File: src/design/adr_pkg.sv
// Package for the decimation rate and fast temperature sequencer.
// Assumes one 25 MHz clock and a simple strobe register port.
package adr_pkg;

  // ==========================================================================
  // Register offsets
  localparam logic [7:0] ADR_FILTER_SETUP_OFS  = 8'h00;
  localparam logic [7:0] ADR_CONV_CONFIG_OFS   = 8'h04;
  localparam logic [7:0] ADR_OP_SELECT_OFS     = 8'h08;
  localparam logic [7:0] ADR_CUR_CTRL_OFS      = 8'h0C;
  localparam logic [7:0] ADR_VOLT_CTRL_OFS     = 8'h10;
  localparam logic [7:0] ADR_REF_PD_OFS        = 8'h14;
  localparam logic [7:0] ADR_STATUS_OFS        = 8'h18;
  localparam logic [7:0] ADR_RESULT_OFS        = 8'h1C;

  // ==========================================================================
  // Field positions and reset values
  localparam int ADR_DEC_LSB      = 0;
  localparam int ADR_DEC_MSB      = 6;
  localparam int ADR_AVG_LSB      = 8;
  localparam int ADR_AVG_MSB      = 13;
  localparam int ADR_RAVG_BIT     = 14;
  localparam int ADR_CHOP_BIT     = 15;
  localparam int ADR_QUARTIC_BIT  = 16;
  localparam int ADR_FASTT_BIT    = 0;
  localparam int ADR_LOWPWR_BIT   = 0;
  localparam int ADR_CUR_EN_BIT   = 1;
  localparam int ADR_VOLT_EN_BIT  = 2;
  localparam int ADR_SEL_LSB      = 0;
  localparam int ADR_SEL_MSB      = 2;
  localparam int ADR_DIAG_LSB     = 4;
  localparam int ADR_DIAG_MSB     = 5;
  localparam int ADR_TEMP_SEL_BIT = 3;
  localparam logic [31:0] ADR_FILTER_RST = 32'h0000_0007;
  localparam logic [31:0] ADR_OP_RST     = 32'h0000_0006;
  localparam logic [31:0] ADR_REF_PD_RST = 32'h0000_0001;
  localparam logic [6:0]  ADR_QUARTIC_DEC_MAX = 7'h0F;

  // Current channel sources: shorted, supply over 136, auxiliary, reference difference.
  localparam logic [2:0] ADR_CUR_SHORT = 3'h1;
  localparam logic [2:0] ADR_CUR_SUPPLY136 = 3'h2;
  localparam logic [2:0] ADR_CUR_AUX   = 3'h3;
  localparam logic [2:0] ADR_CUR_REFDIF = 3'h4;
  // Voltage channel sources: auxiliary, junction to ground, shorted junction.
  localparam logic [2:0] ADR_VOLT_AUX  = 3'h1;
  localparam logic [2:0] ADR_VOLT_VBE  = 3'h2;
  localparam logic [2:0] ADR_VOLT_SHORT = 3'h3;

  // ==========================================================================
  // Timing
  localparam int ADR_CLK_HZ        = 25_000_000;
  localparam int ADR_MOD_NORMAL_HZ = 512_000;
  localparam int ADR_MOD_LOWPWR_HZ = 128_000;
  localparam int ADR_MOD_NORMAL_DIV = ADR_CLK_HZ / ADR_MOD_NORMAL_HZ;
  localparam int ADR_MOD_LOWPWR_DIV = ADR_CLK_HZ / ADR_MOD_LOWPWR_HZ;
  localparam int ADR_EXTRA_US      = 60;
  localparam int ADR_EXTRA_CYC     = (ADR_EXTRA_US * (ADR_CLK_HZ / 1_000_000));
  localparam int ADR_CHOP_ADD      = 3;
  localparam int ADR_AVG_ADD       = 3;
  localparam int ADR_TICKS_PER_DEC = 64;
  localparam int ADR_QUARTIC_CHOP_MUL = 4;
  localparam logic [2:0] ADR_SWITCH_SETTLE = 3'h3;

  typedef struct packed {
    logic [7:0]  addr;
    logic [31:0] wdata;
    logic        wr;
    logic        rd;
  } adr_bus_req_t;

  typedef enum logic [1:0] {ADR_ST_IDLE, ADR_ST_EXTRA, ADR_ST_RUN} adr_state_t;

endpackage : adr_pkg

File: src/design/adr_core.sv
// Decimation rate, settling and fast temperature sequencer for two converters.
// Assumes a 25 MHz clock, an asynchronous active low reset and a same-clock
// register master with one-cycle strobes.
//
// Notes on behaviour
// - Cubic rate is mod/(64*(dec+1)), times (3+avg) if averaging, plus 3 with chop.
// - Cubic settling periods: 3, 4 running avg, 1 avg, 2 both, 2 chop.
// - Quartic rate mod/(64*(dec+1)); settle 4 or 5; chop: times 4 plus 3, settle 2.
// - Modulator tick is 512 kHz normally, 128 kHz in low power.
// - About 60 us extra per converter before the first result appears.
// - Quartic mode clamps decimation above 0x0F to 0x0F.
// - Voltage and temperature input switch settles after three conversions.
// - Fast temperature request executes one conversion period after it is set.
// - Fifth result flags temperature and current; two current-only; then voltage resumes.
// - Current input select offers short, supply/136, auxiliary, reference difference.
// - Each channel has two 50 uA test current sources under its control bits.
// - Voltage input select offers auxiliary, junction voltage and shorted junction.
// - Reference buffer power-down bit is set at reset and powers buffer down.
// - Reference changes leave converter operation untouched.
// - Decimation bits 6:0, averaging bits 13:8, chop bit 15.
//
// Our own choices: the address-and-strobe port and the register addresses.
`timescale 1ns/1ps
module adr_core
  import adr_pkg::*;
(
  input  wire logic               clk_in,
  input  wire logic               arst_n_in,
  input  wire adr_pkg::adr_bus_req_t bus_in,
  output logic [31:0]             rdata_out,
  output logic                    current_result_ready_out,
  output logic                    voltage_result_ready_out,
  output logic                    temperature_result_ready_out,
  output logic [2:0]              current_input_select_out,
  output logic [2:0]              voltage_input_select_out,
  output logic [3:0]              test_current_enable_out,
  output logic                    temp_input_active_out,
  output logic                    ref_buffer_powerdown_out
);
  import adr_pkg::*;

  // ==========================================================================
  // Registers
  logic [31:0] filter_setup_q;
  logic        fast_temp_q;
  logic [2:0]  converter_op_select_q;
  logic [7:0]  cur_ctrl_q;
  logic [7:0]  volt_ctrl_q;
  logic        ref_pd_q;
  logic [31:0] rdata_q;

  wire wr_filter = bus_in.wr && (bus_in.addr == ADR_FILTER_SETUP_OFS);
  wire wr_cfg    = bus_in.wr && (bus_in.addr == ADR_CONV_CONFIG_OFS);
  wire wr_op     = bus_in.wr && (bus_in.addr == ADR_OP_SELECT_OFS);
  wire wr_cur    = bus_in.wr && (bus_in.addr == ADR_CUR_CTRL_OFS);
  wire wr_volt   = bus_in.wr && (bus_in.addr == ADR_VOLT_CTRL_OFS);
  wire wr_ref    = bus_in.wr && (bus_in.addr == ADR_REF_PD_OFS);
  // A filter, mode or current-control write restarts settling like a power-on.
  wire reconfig  = wr_filter || wr_op || wr_cur;

  always_ff @(posedge clk_in or negedge arst_n_in)
  begin
    if (!arst_n_in)
    begin
      filter_setup_q        <= ADR_FILTER_RST;
      fast_temp_q           <= 1'b0;
      converter_op_select_q <= ADR_OP_RST[2:0];
      cur_ctrl_q            <= 8'h00;
      volt_ctrl_q           <= 8'h00;
      ref_pd_q              <= ADR_REF_PD_RST[0];
    end
    else
    begin
      if (wr_filter)
        filter_setup_q <= {15'h0000, bus_in.wdata[16:0]};
      if (wr_cfg)
        fast_temp_q <= bus_in.wdata[ADR_FASTT_BIT];
      if (wr_op)
        converter_op_select_q <= bus_in.wdata[2:0];
      if (wr_cur)
        cur_ctrl_q <= bus_in.wdata[7:0];
      if (wr_volt)
        volt_ctrl_q <= bus_in.wdata[7:0];
      if (wr_ref)
        ref_pd_q <= bus_in.wdata[0];
    end
  end

  // ==========================================================================
  // Rate arithmetic
  wire [6:0] dec_raw  = filter_setup_q[ADR_DEC_MSB:ADR_DEC_LSB];
  wire [5:0] avg      = filter_setup_q[ADR_AVG_MSB:ADR_AVG_LSB];
  wire       ravg     = filter_setup_q[ADR_RAVG_BIT];
  wire       chop     = filter_setup_q[ADR_CHOP_BIT];
  wire       quartic  = filter_setup_q[ADR_QUARTIC_BIT];
  wire [6:0] dec_eff  = (quartic && dec_raw > ADR_QUARTIC_DEC_MAX) ? ADR_QUARTIC_DEC_MAX : dec_raw;
  wire       avg_on   = !quartic && (avg != 6'h00);

  // Conversion length in modulator ticks.
  function automatic logic [19:0] conv_ticks(input logic [6:0] d, input logic [5:0] a,
                                             input logic av, input logic q, input logic ch);
    logic [19:0] base;
    base = 20'(ADR_TICKS_PER_DEC) * (20'(d) + 20'h00001);
    if (q)
      conv_ticks = ch ? (base * 20'(ADR_QUARTIC_CHOP_MUL) + 20'(ADR_CHOP_ADD)) : base;
    else
    begin
      if (av)
        base = base * (20'(ADR_AVG_ADD) + 20'(a));
      conv_ticks = ch ? base + 20'(ADR_CHOP_ADD) : base;
    end
  endfunction

  function automatic logic [2:0] settle_periods(input logic av, input logic rv,
                                                input logic q, input logic ch);
    if (ch)
      settle_periods = 3'h2;
    else if (q)
      settle_periods = rv ? 3'h5 : 3'h4;
    else if (av)
      settle_periods = rv ? 3'h2 : 3'h1;
    else
      settle_periods = rv ? 3'h4 : 3'h3;
  endfunction

  wire [19:0] conv_len = conv_ticks(dec_eff, avg, avg_on, quartic, chop);
  wire [2:0]  settle_n = settle_periods(avg_on, ravg, quartic, chop);

  // ==========================================================================
  // Modulator tick divider
  logic [7:0] div_q;
  wire        lowpwr   = converter_op_select_q[ADR_LOWPWR_BIT];
  wire [7:0]  div_end  = lowpwr ? 8'(ADR_MOD_LOWPWR_DIV - 1) : 8'(ADR_MOD_NORMAL_DIV - 1);
  wire        mod_tick = (div_q >= div_end);

  // ==========================================================================
  // Conversion sequencer
  wire cur_en  = converter_op_select_q[ADR_CUR_EN_BIT];
  wire volt_en = converter_op_select_q[ADR_VOLT_EN_BIT];
  wire any_en  = cur_en || volt_en;
  wire [11:0] extra_len = (cur_en && volt_en) ? 12'(2 * ADR_EXTRA_CYC) : 12'(ADR_EXTRA_CYC);

  adr_state_t  state_q;
  logic [19:0] tick_cnt_q;
  logic [11:0] extra_cnt_q;
  logic [2:0]  settle_cnt_q;
  logic [2:0]  volt_settle_q;
  logic        temp_sel_q;
  logic [2:0]  fast_seq_q;
  logic        cur_rdy_q;
  logic        volt_rdy_q;
  logic        temp_rdy_q;

  wire conv_done = (state_q == ADR_ST_RUN) && mod_tick && (tick_cnt_q >= conv_len - 20'h00001);
  wire settled   = (settle_cnt_q >= settle_n);
  wire want_temp = volt_ctrl_q[ADR_TEMP_SEL_BIT];
  // Fast sequence: 1 armed for temperature, 2 and 3 current-only results, 4 voltage resumes.
  wire fast_arm  = fast_temp_q && (fast_seq_q == 3'h0) && conv_done;

  always_ff @(posedge clk_in or negedge arst_n_in)
  begin
    if (!arst_n_in)
      div_q <= 8'h00;
    else
      div_q <= mod_tick ? 8'h00 : div_q + 8'h01;
  end

  always_ff @(posedge clk_in or negedge arst_n_in)
  begin
    if (!arst_n_in)
    begin
      state_q     <= ADR_ST_IDLE;
      tick_cnt_q  <= 20'h00000;
      extra_cnt_q <= 12'h000;
      settle_cnt_q <= 3'h0;
    end
    else if (reconfig || !any_en)
    begin
      state_q      <= any_en || wr_op ? ADR_ST_EXTRA : ADR_ST_IDLE;
      tick_cnt_q   <= 20'h00000;
      extra_cnt_q  <= 12'h000;
      settle_cnt_q <= 3'h0;
    end
    else
    begin
      case (state_q)
        ADR_ST_IDLE:
          state_q <= ADR_ST_EXTRA;
        ADR_ST_EXTRA:
        begin
          extra_cnt_q <= extra_cnt_q + 12'h001;
          if (extra_cnt_q >= extra_len - 12'h001)
            state_q <= ADR_ST_RUN;
        end
        ADR_ST_RUN:
          if (mod_tick)
          begin
            if (conv_done)
            begin
              tick_cnt_q <= 20'h00000;
              if (!settled)
                settle_cnt_q <= settle_cnt_q + 3'h1;
            end
            else
              tick_cnt_q <= tick_cnt_q + 20'h00001;
          end
        default:
          state_q <= ADR_ST_IDLE;
      endcase
    end
  end

  // Voltage channel input switching and fast temperature steps.
  always_ff @(posedge clk_in or negedge arst_n_in)
  begin
    if (!arst_n_in)
    begin
      volt_settle_q <= 3'h0;
      temp_sel_q    <= 1'b0;
      fast_seq_q    <= 3'h0;
    end
    else if (reconfig || !fast_temp_q && fast_seq_q != 3'h0 && fast_seq_q < 3'h2)
      fast_seq_q <= 3'h0;
    else if (conv_done)
    begin
      if (fast_arm)
        fast_seq_q <= 3'h1;
      else if (fast_seq_q != 3'h0 && fast_seq_q < 3'h4)
        fast_seq_q <= fast_seq_q + 3'h1;
      else if (fast_seq_q == 3'h4 && !fast_temp_q)
        fast_seq_q <= 3'h0;
      if (want_temp != temp_sel_q)
      begin
        temp_sel_q    <= want_temp;
        volt_settle_q <= 3'h1;
      end
      else if (volt_settle_q != 3'h0 && volt_settle_q < ADR_SWITCH_SETTLE)
        volt_settle_q <= volt_settle_q + 3'h1;
      else
        volt_settle_q <= 3'h0;
    end
  end

  wire settle_ok = settled || (settle_cnt_q == settle_n - 3'h1);
  wire volt_ok   = (volt_settle_q == 3'h0) || (volt_settle_q == ADR_SWITCH_SETTLE);
  wire temp_slot = (fast_seq_q == 3'h1);
  wire gap_slot  = (fast_seq_q == 3'h2) || (fast_seq_q == 3'h3);

  always_ff @(posedge clk_in or negedge arst_n_in)
  begin
    if (!arst_n_in)
    begin
      cur_rdy_q  <= 1'b0;
      volt_rdy_q <= 1'b0;
      temp_rdy_q <= 1'b0;
    end
    else
    begin
      cur_rdy_q  <= conv_done && settle_ok && cur_en;
      volt_rdy_q <= conv_done && settle_ok && volt_en && volt_ok && !temp_slot && !gap_slot;
      temp_rdy_q <= conv_done && settle_ok && volt_en && temp_slot;
    end
  end

  // ==========================================================================
  // Read port
  logic [31:0] rd_mux;
  always_comb
  begin
    case (bus_in.addr)
      ADR_FILTER_SETUP_OFS: rd_mux = filter_setup_q;
      ADR_CONV_CONFIG_OFS:  rd_mux = {31'h0, fast_temp_q};
      ADR_OP_SELECT_OFS:    rd_mux = {29'h0, converter_op_select_q};
      ADR_CUR_CTRL_OFS:     rd_mux = {24'h0, cur_ctrl_q};
      ADR_VOLT_CTRL_OFS:    rd_mux = {24'h0, volt_ctrl_q};
      ADR_REF_PD_OFS:       rd_mux = {31'h0, ref_pd_q};
      ADR_STATUS_OFS:       rd_mux = {24'h0, fast_seq_q, settle_cnt_q, state_q};
      ADR_RESULT_OFS:       rd_mux = {12'h000, conv_len};
      default:              rd_mux = 32'h0000_0000;
    endcase
  end

  always_ff @(posedge clk_in or negedge arst_n_in)
  begin
    if (!arst_n_in)
      rdata_q <= 32'h0000_0000;
    else
      rdata_q <= bus_in.rd ? rd_mux : 32'h0000_0000;
  end

  // Outputs come straight from flip-flops.
  assign rdata_out                    = rdata_q;
  assign current_result_ready_out     = cur_rdy_q;
  assign voltage_result_ready_out     = volt_rdy_q;
  assign temperature_result_ready_out = temp_rdy_q;
  assign current_input_select_out     = cur_ctrl_q[ADR_SEL_MSB:ADR_SEL_LSB];
  assign voltage_input_select_out     = volt_ctrl_q[ADR_SEL_MSB:ADR_SEL_LSB];
  assign test_current_enable_out      = {volt_ctrl_q[ADR_DIAG_MSB:ADR_DIAG_LSB], cur_ctrl_q[ADR_DIAG_MSB:ADR_DIAG_LSB]};
  assign temp_input_active_out        = temp_sel_q;
  assign ref_buffer_powerdown_out     = ref_pd_q;
endmodule // adr_core

File: config.mk
export PLATFORM = sky130hd
export DESIGN_NAME = adr_core
export DESIGN_NICKNAME = d
export VERILOG_FILES = /design/src/design/adr_pkg.sv /design/src/design/adr_core.sv
export SDC_FILE = /design/constraint.sdc
export NUM_CORES = 1
export LEC_CHECK = 0
export BUFFER_PORTS_ARGS = -buffer_cell sky130_fd_sc_hd__buf_2
export CAP_MARGIN = 20
export CORE_MARGIN = 2
export CORE_UTILIZATION = 25
export CTS_CLUSTER_SIZE = 40
export DETAILED_ROUTE_END_ITERATION = 16
export PLACE_DENSITY = 0.38
export SETUP_SLACK_MARGIN = 0.2
export SLEW_MARGIN = 10
export SYNTH_ARGS = -nofsm -noshare
export SYNTH_HDL_FRONTEND = slang
export SYNTH_SLANG_ARGS = --single-unit
File: constraint.sdc
create_clock -name clk_in -period 7.95 [get_ports clk_in]
set_input_delay 1.1925 -clock clk_in [delete_from_list [all_inputs] [get_ports clk_in]]
set_output_delay 1.1925 -clock clk_in [all_outputs]
set_load 0.02 [all_outputs]
==> impl_results.md <==
* Status: complete, no violations
* Final Core Density at 30.2%
* Die W at approximately 190 um
* Worst hold slack at between 500 and 600 ps
* Synthesized netlist cell count at 892
* CP most frequent cell: fa_1
* CTS tree: done
* #FFs+latches synth at roughly 110
* Placer Congestion at ~0.77
* Share of power burned in registers at 37.1%
* Final min period at roughly 7400 ps
* Clock Sinks at around 110
* Number of synthesized flops with an enable pin at 0
* Placed cells at between 1000 and 1500
* Port bufs at 63
* HP Class: register to register
* RSZ-0062 raised after global routing: no
* Final hold violations at 0
* Clock slew seen by the registers of the worst setup and hold paths at around 60 ps
* P&R area growth vs syn at 20.1%
* Vias at ~6700
* Layout net count at between 1000 and 1500
* DRT iter0 DRCs at 352
* Initial Util at 25.2%
* H-tree Lvls at 4
* Post-synth top area share at a little under a third
* Hold Path Depth at 1
* Worst-Margin Slew at between 1000 and 1500 ps
* Design area at 10400 um^2
* Area of the multi-input gates at around 5500 um^2
* I/O pin cnt at between 90 and 100
* DRT Pass-1 Iters at 4
* Fraction of power spent switching nets at 32.5%
* CTS max path bufs at 2
* CP max FO at 5
* Final antenna-violating net count at 0
* Yosys warns at 0
* PwrDens at ~160 nW/um^2
* Maximum VDD drop at about 0.15 mV
* Mapped Area at 8630 um^2
* Crit-path max cell delay at around 600 ps
* Sequential cell area at between 2000 and 3000 um^2
* Psw at about 0.55 mW
* Period utilisation layout at 92.5%
* Rows at 68
* CP Class: register to register
* Top_reg_cell synth: dfrtp_1
* Clock share of power at 43.7%
* Power Total at 1.71 mW
* Core ar. at about 34000 um^2
* Synth cell types at between 70 and 80
* Pleak at 4.84 nW
* Crit path max-delay cell type: dfstp_2
* Average size of a mapped cell at a little under 10 um^2
* CP Capture Type: register
* Full die area at about 36000 um^2
* Routed WL per cell at approximately 17 um
* Final setup violation count at 0
* Cell taking the most area after synthesis: dfrtp_1
* Max Clock Skew at approximately 13 ps
* Reg2Reg Depth at 29
* Final Non-Filler Cells at between 1000 and 1500
* Setup WS pre-CTS at 64.0 ps
* DRC viols at 0
* Aggregate global-route resource usage at between 10 and 15%
* Sequential share of the synthesized area at between 30 and 40%
* CTS Buf Count at 17
* Critical path arrival at about 7700 ps
* Max-slew violation count at 0
* Routed vias/inst at around 4.6
* Clk Tree Root Cell: clkbuf_16
* Normalized max-slew margin at 27.7%
* Vias in the first global route at about 7000
* Initial antenna violation count at 0
* Startpoint type of the worst setup path: register
* Layout cells sized above 1 at 24.4%
* Logic pwr share at a little under a fifth
* Setup TNS at 0 ps
* Final global-route overflow total at 0
* Post-Route WL at ~24000 um
* Int Pwr at roughly 1.2 mW
* Die H at approximately 190 um
* Clk Latency, worst-skew pair at approximately 430 ps
* Final worst slack at between 500 and 600 ps
* Async set or reset register ratio after synthesis at 100%
* ANT cells at 0
* First-pass GRT wire length at between 30000 and 40000 um
* Post-placement cell area at between 9000 and 10000 um^2
* Req. time, crit path at just over 8000 ps
* Synth top area cells: dfrtp_1 31%, ha_1 12%, fa_1 6.5%
* Fillers at about 3600
* Max Clock Freq at about 140 MHz
* Max_cap viols at 0
* Detailed Place HPWL at between 15000 and 20000 um
* Largest net degree at the start of global routing at 70
[timing repair]
item	in CTS	in global routing
pin swaps	1	15
setup endpoints to repair	26	33
setup buffers	0	4
resized for setup	5	27
hold buffers	0	0
[state kept, by name, indices dropped and copies added (netlist names), 2 cells and up]
register	count
extra_cnt_q	12
cur_ctrl_q	8
state_q	2
fast_seq_q	3
volt_ctrl_q	8
volt_settle_q	3
filter_setup_q	17
converter_op_select_q	3
div_q	8
settle_cnt_q	3
tick_cnt_q	20
rdata_out	20
[final cells by class]
class / instances / area share, %
sequential: 113 / 27.4
timing repair buffer: 113 / 6.89
clock buffer: 18 / 4.24
multi-input combinational: 693 / 53.2
tap: 455 / 5.49
inverter: 47 / 1.70
clock inverter: 14 / 1.17
[placed cells by master (no fill, tap or decap), types with 4 or more instances in the layout]
cell type / n
nor2_1: 119
dfrtp_1: 107
ha_1: 81
buf_2: 63
inv_1: 46
buf_4: 46
nand2_1: 45
mux2_2: 40
xor2_1: 39
a21oi_1: 35
nand3_1: 30
fa_1: 28
xnor2_1: 27
a22oi_1: 22
a21o_1: 17
clkbuf_16: 17
o21ai_0: 16
o2111ai_1: 12
conb_1: 12
and3_1: 11
nand2b_1: 10
nand4_1: 10
nor3_1: 9
or2_2: 8
a31oi_1: 8
mux2i_1: 7
inv_6: 6
dfstp_2: 6
a211oi_1: 5
clkinvlp_4: 5
nor2b_1: 4
o21a_1: 4
a21oi_2: 4
o21ai_1: 4
a31o_2: 4
nor3_2: 4
or3_1: 4
[cell families (layout without fill, tap and decap cells)]
kind of cell / count (synthesis) / after routing / share of synthesized area [%]
AOI/OAI and AO/OA: 166 / 166 / 13.5
xor gates and xnor gates: 68 / 68 / 6.99
adders and majority gates: 110 / 110 / 18.4
buffers and inverters: 97 / 192 / 5.45
DFF: 113 / 113 / 32.9
muxes: 48 / 48 / 6.16
other: 1 / 12 / 0.0435
and+or+nand+nor: 289 / 289 / 16.6
[power groups by stage]
stage	combinational, mW	sequential (mW)	clock (mW)
floorplan	0.218	0.634	0
global placement	0.313	0.646	0
detailed placement	0.314	0.645	0
CTS	0.320	0.635	0.771
global route	0.370	0.639	0.799
finish	0.327	0.634	0.748
[final timing paths]
path	startpoint	endpoint	slack, ps
worst max-delay path	filter_setup_q[0]	settle_cnt_q[2]	600
worst min-delay path	cur_ctrl_q[3]	cur_ctrl_q[3]	510
worst max register to register	filter_setup_q[0]	settle_cnt_q[2]	600
worst min register to register	cur_ctrl_q[3]	cur_ctrl_q[3]	510
max in group asynchronous	arst_n_in	settle_cnt_q[0]	5850
min in group asynchronous	arst_n_in	volt_ctrl_q[3]	910
[Yosys cell counts, types with 18 or more instances]
cell / n
xnor2_1: 27
nand2_1: 46
a21oi_1: 38
mux2_2: 41
fa_1: 28
xor2_1: 40
inv_1: 46
dfrtp_1: 107
o21ai_0: 18
ha_1: 82
nor2_1: 120
a22oi_1: 22
nand3_1: 31
buf_4: 23
[layer usage]
layer / wire [um] / up-vias / track usage (%)
met5: 0 / - / 0
met4: 163 / 0 / 2.86
met3: 688 / 9 / 2.58
met2: 11100 / 85 / 21.4
met1: 12300 / 3322 / 20.9
li1: - / 3313 / -
[worst max-delay path, delay by kind of cell, from the launching register on]
kind / cells / cell delay (ps)
DFF: 1 / 590
and+or+nand+nor: 10 / 2340
adders and majority gates: 6 / 2690
xor gates and xnor gates: 3 / 420
buffers and inverters: 6 / 640
AOI/OAI and AO/OA: 4 / 570
(Power assumes the default switching activity.)
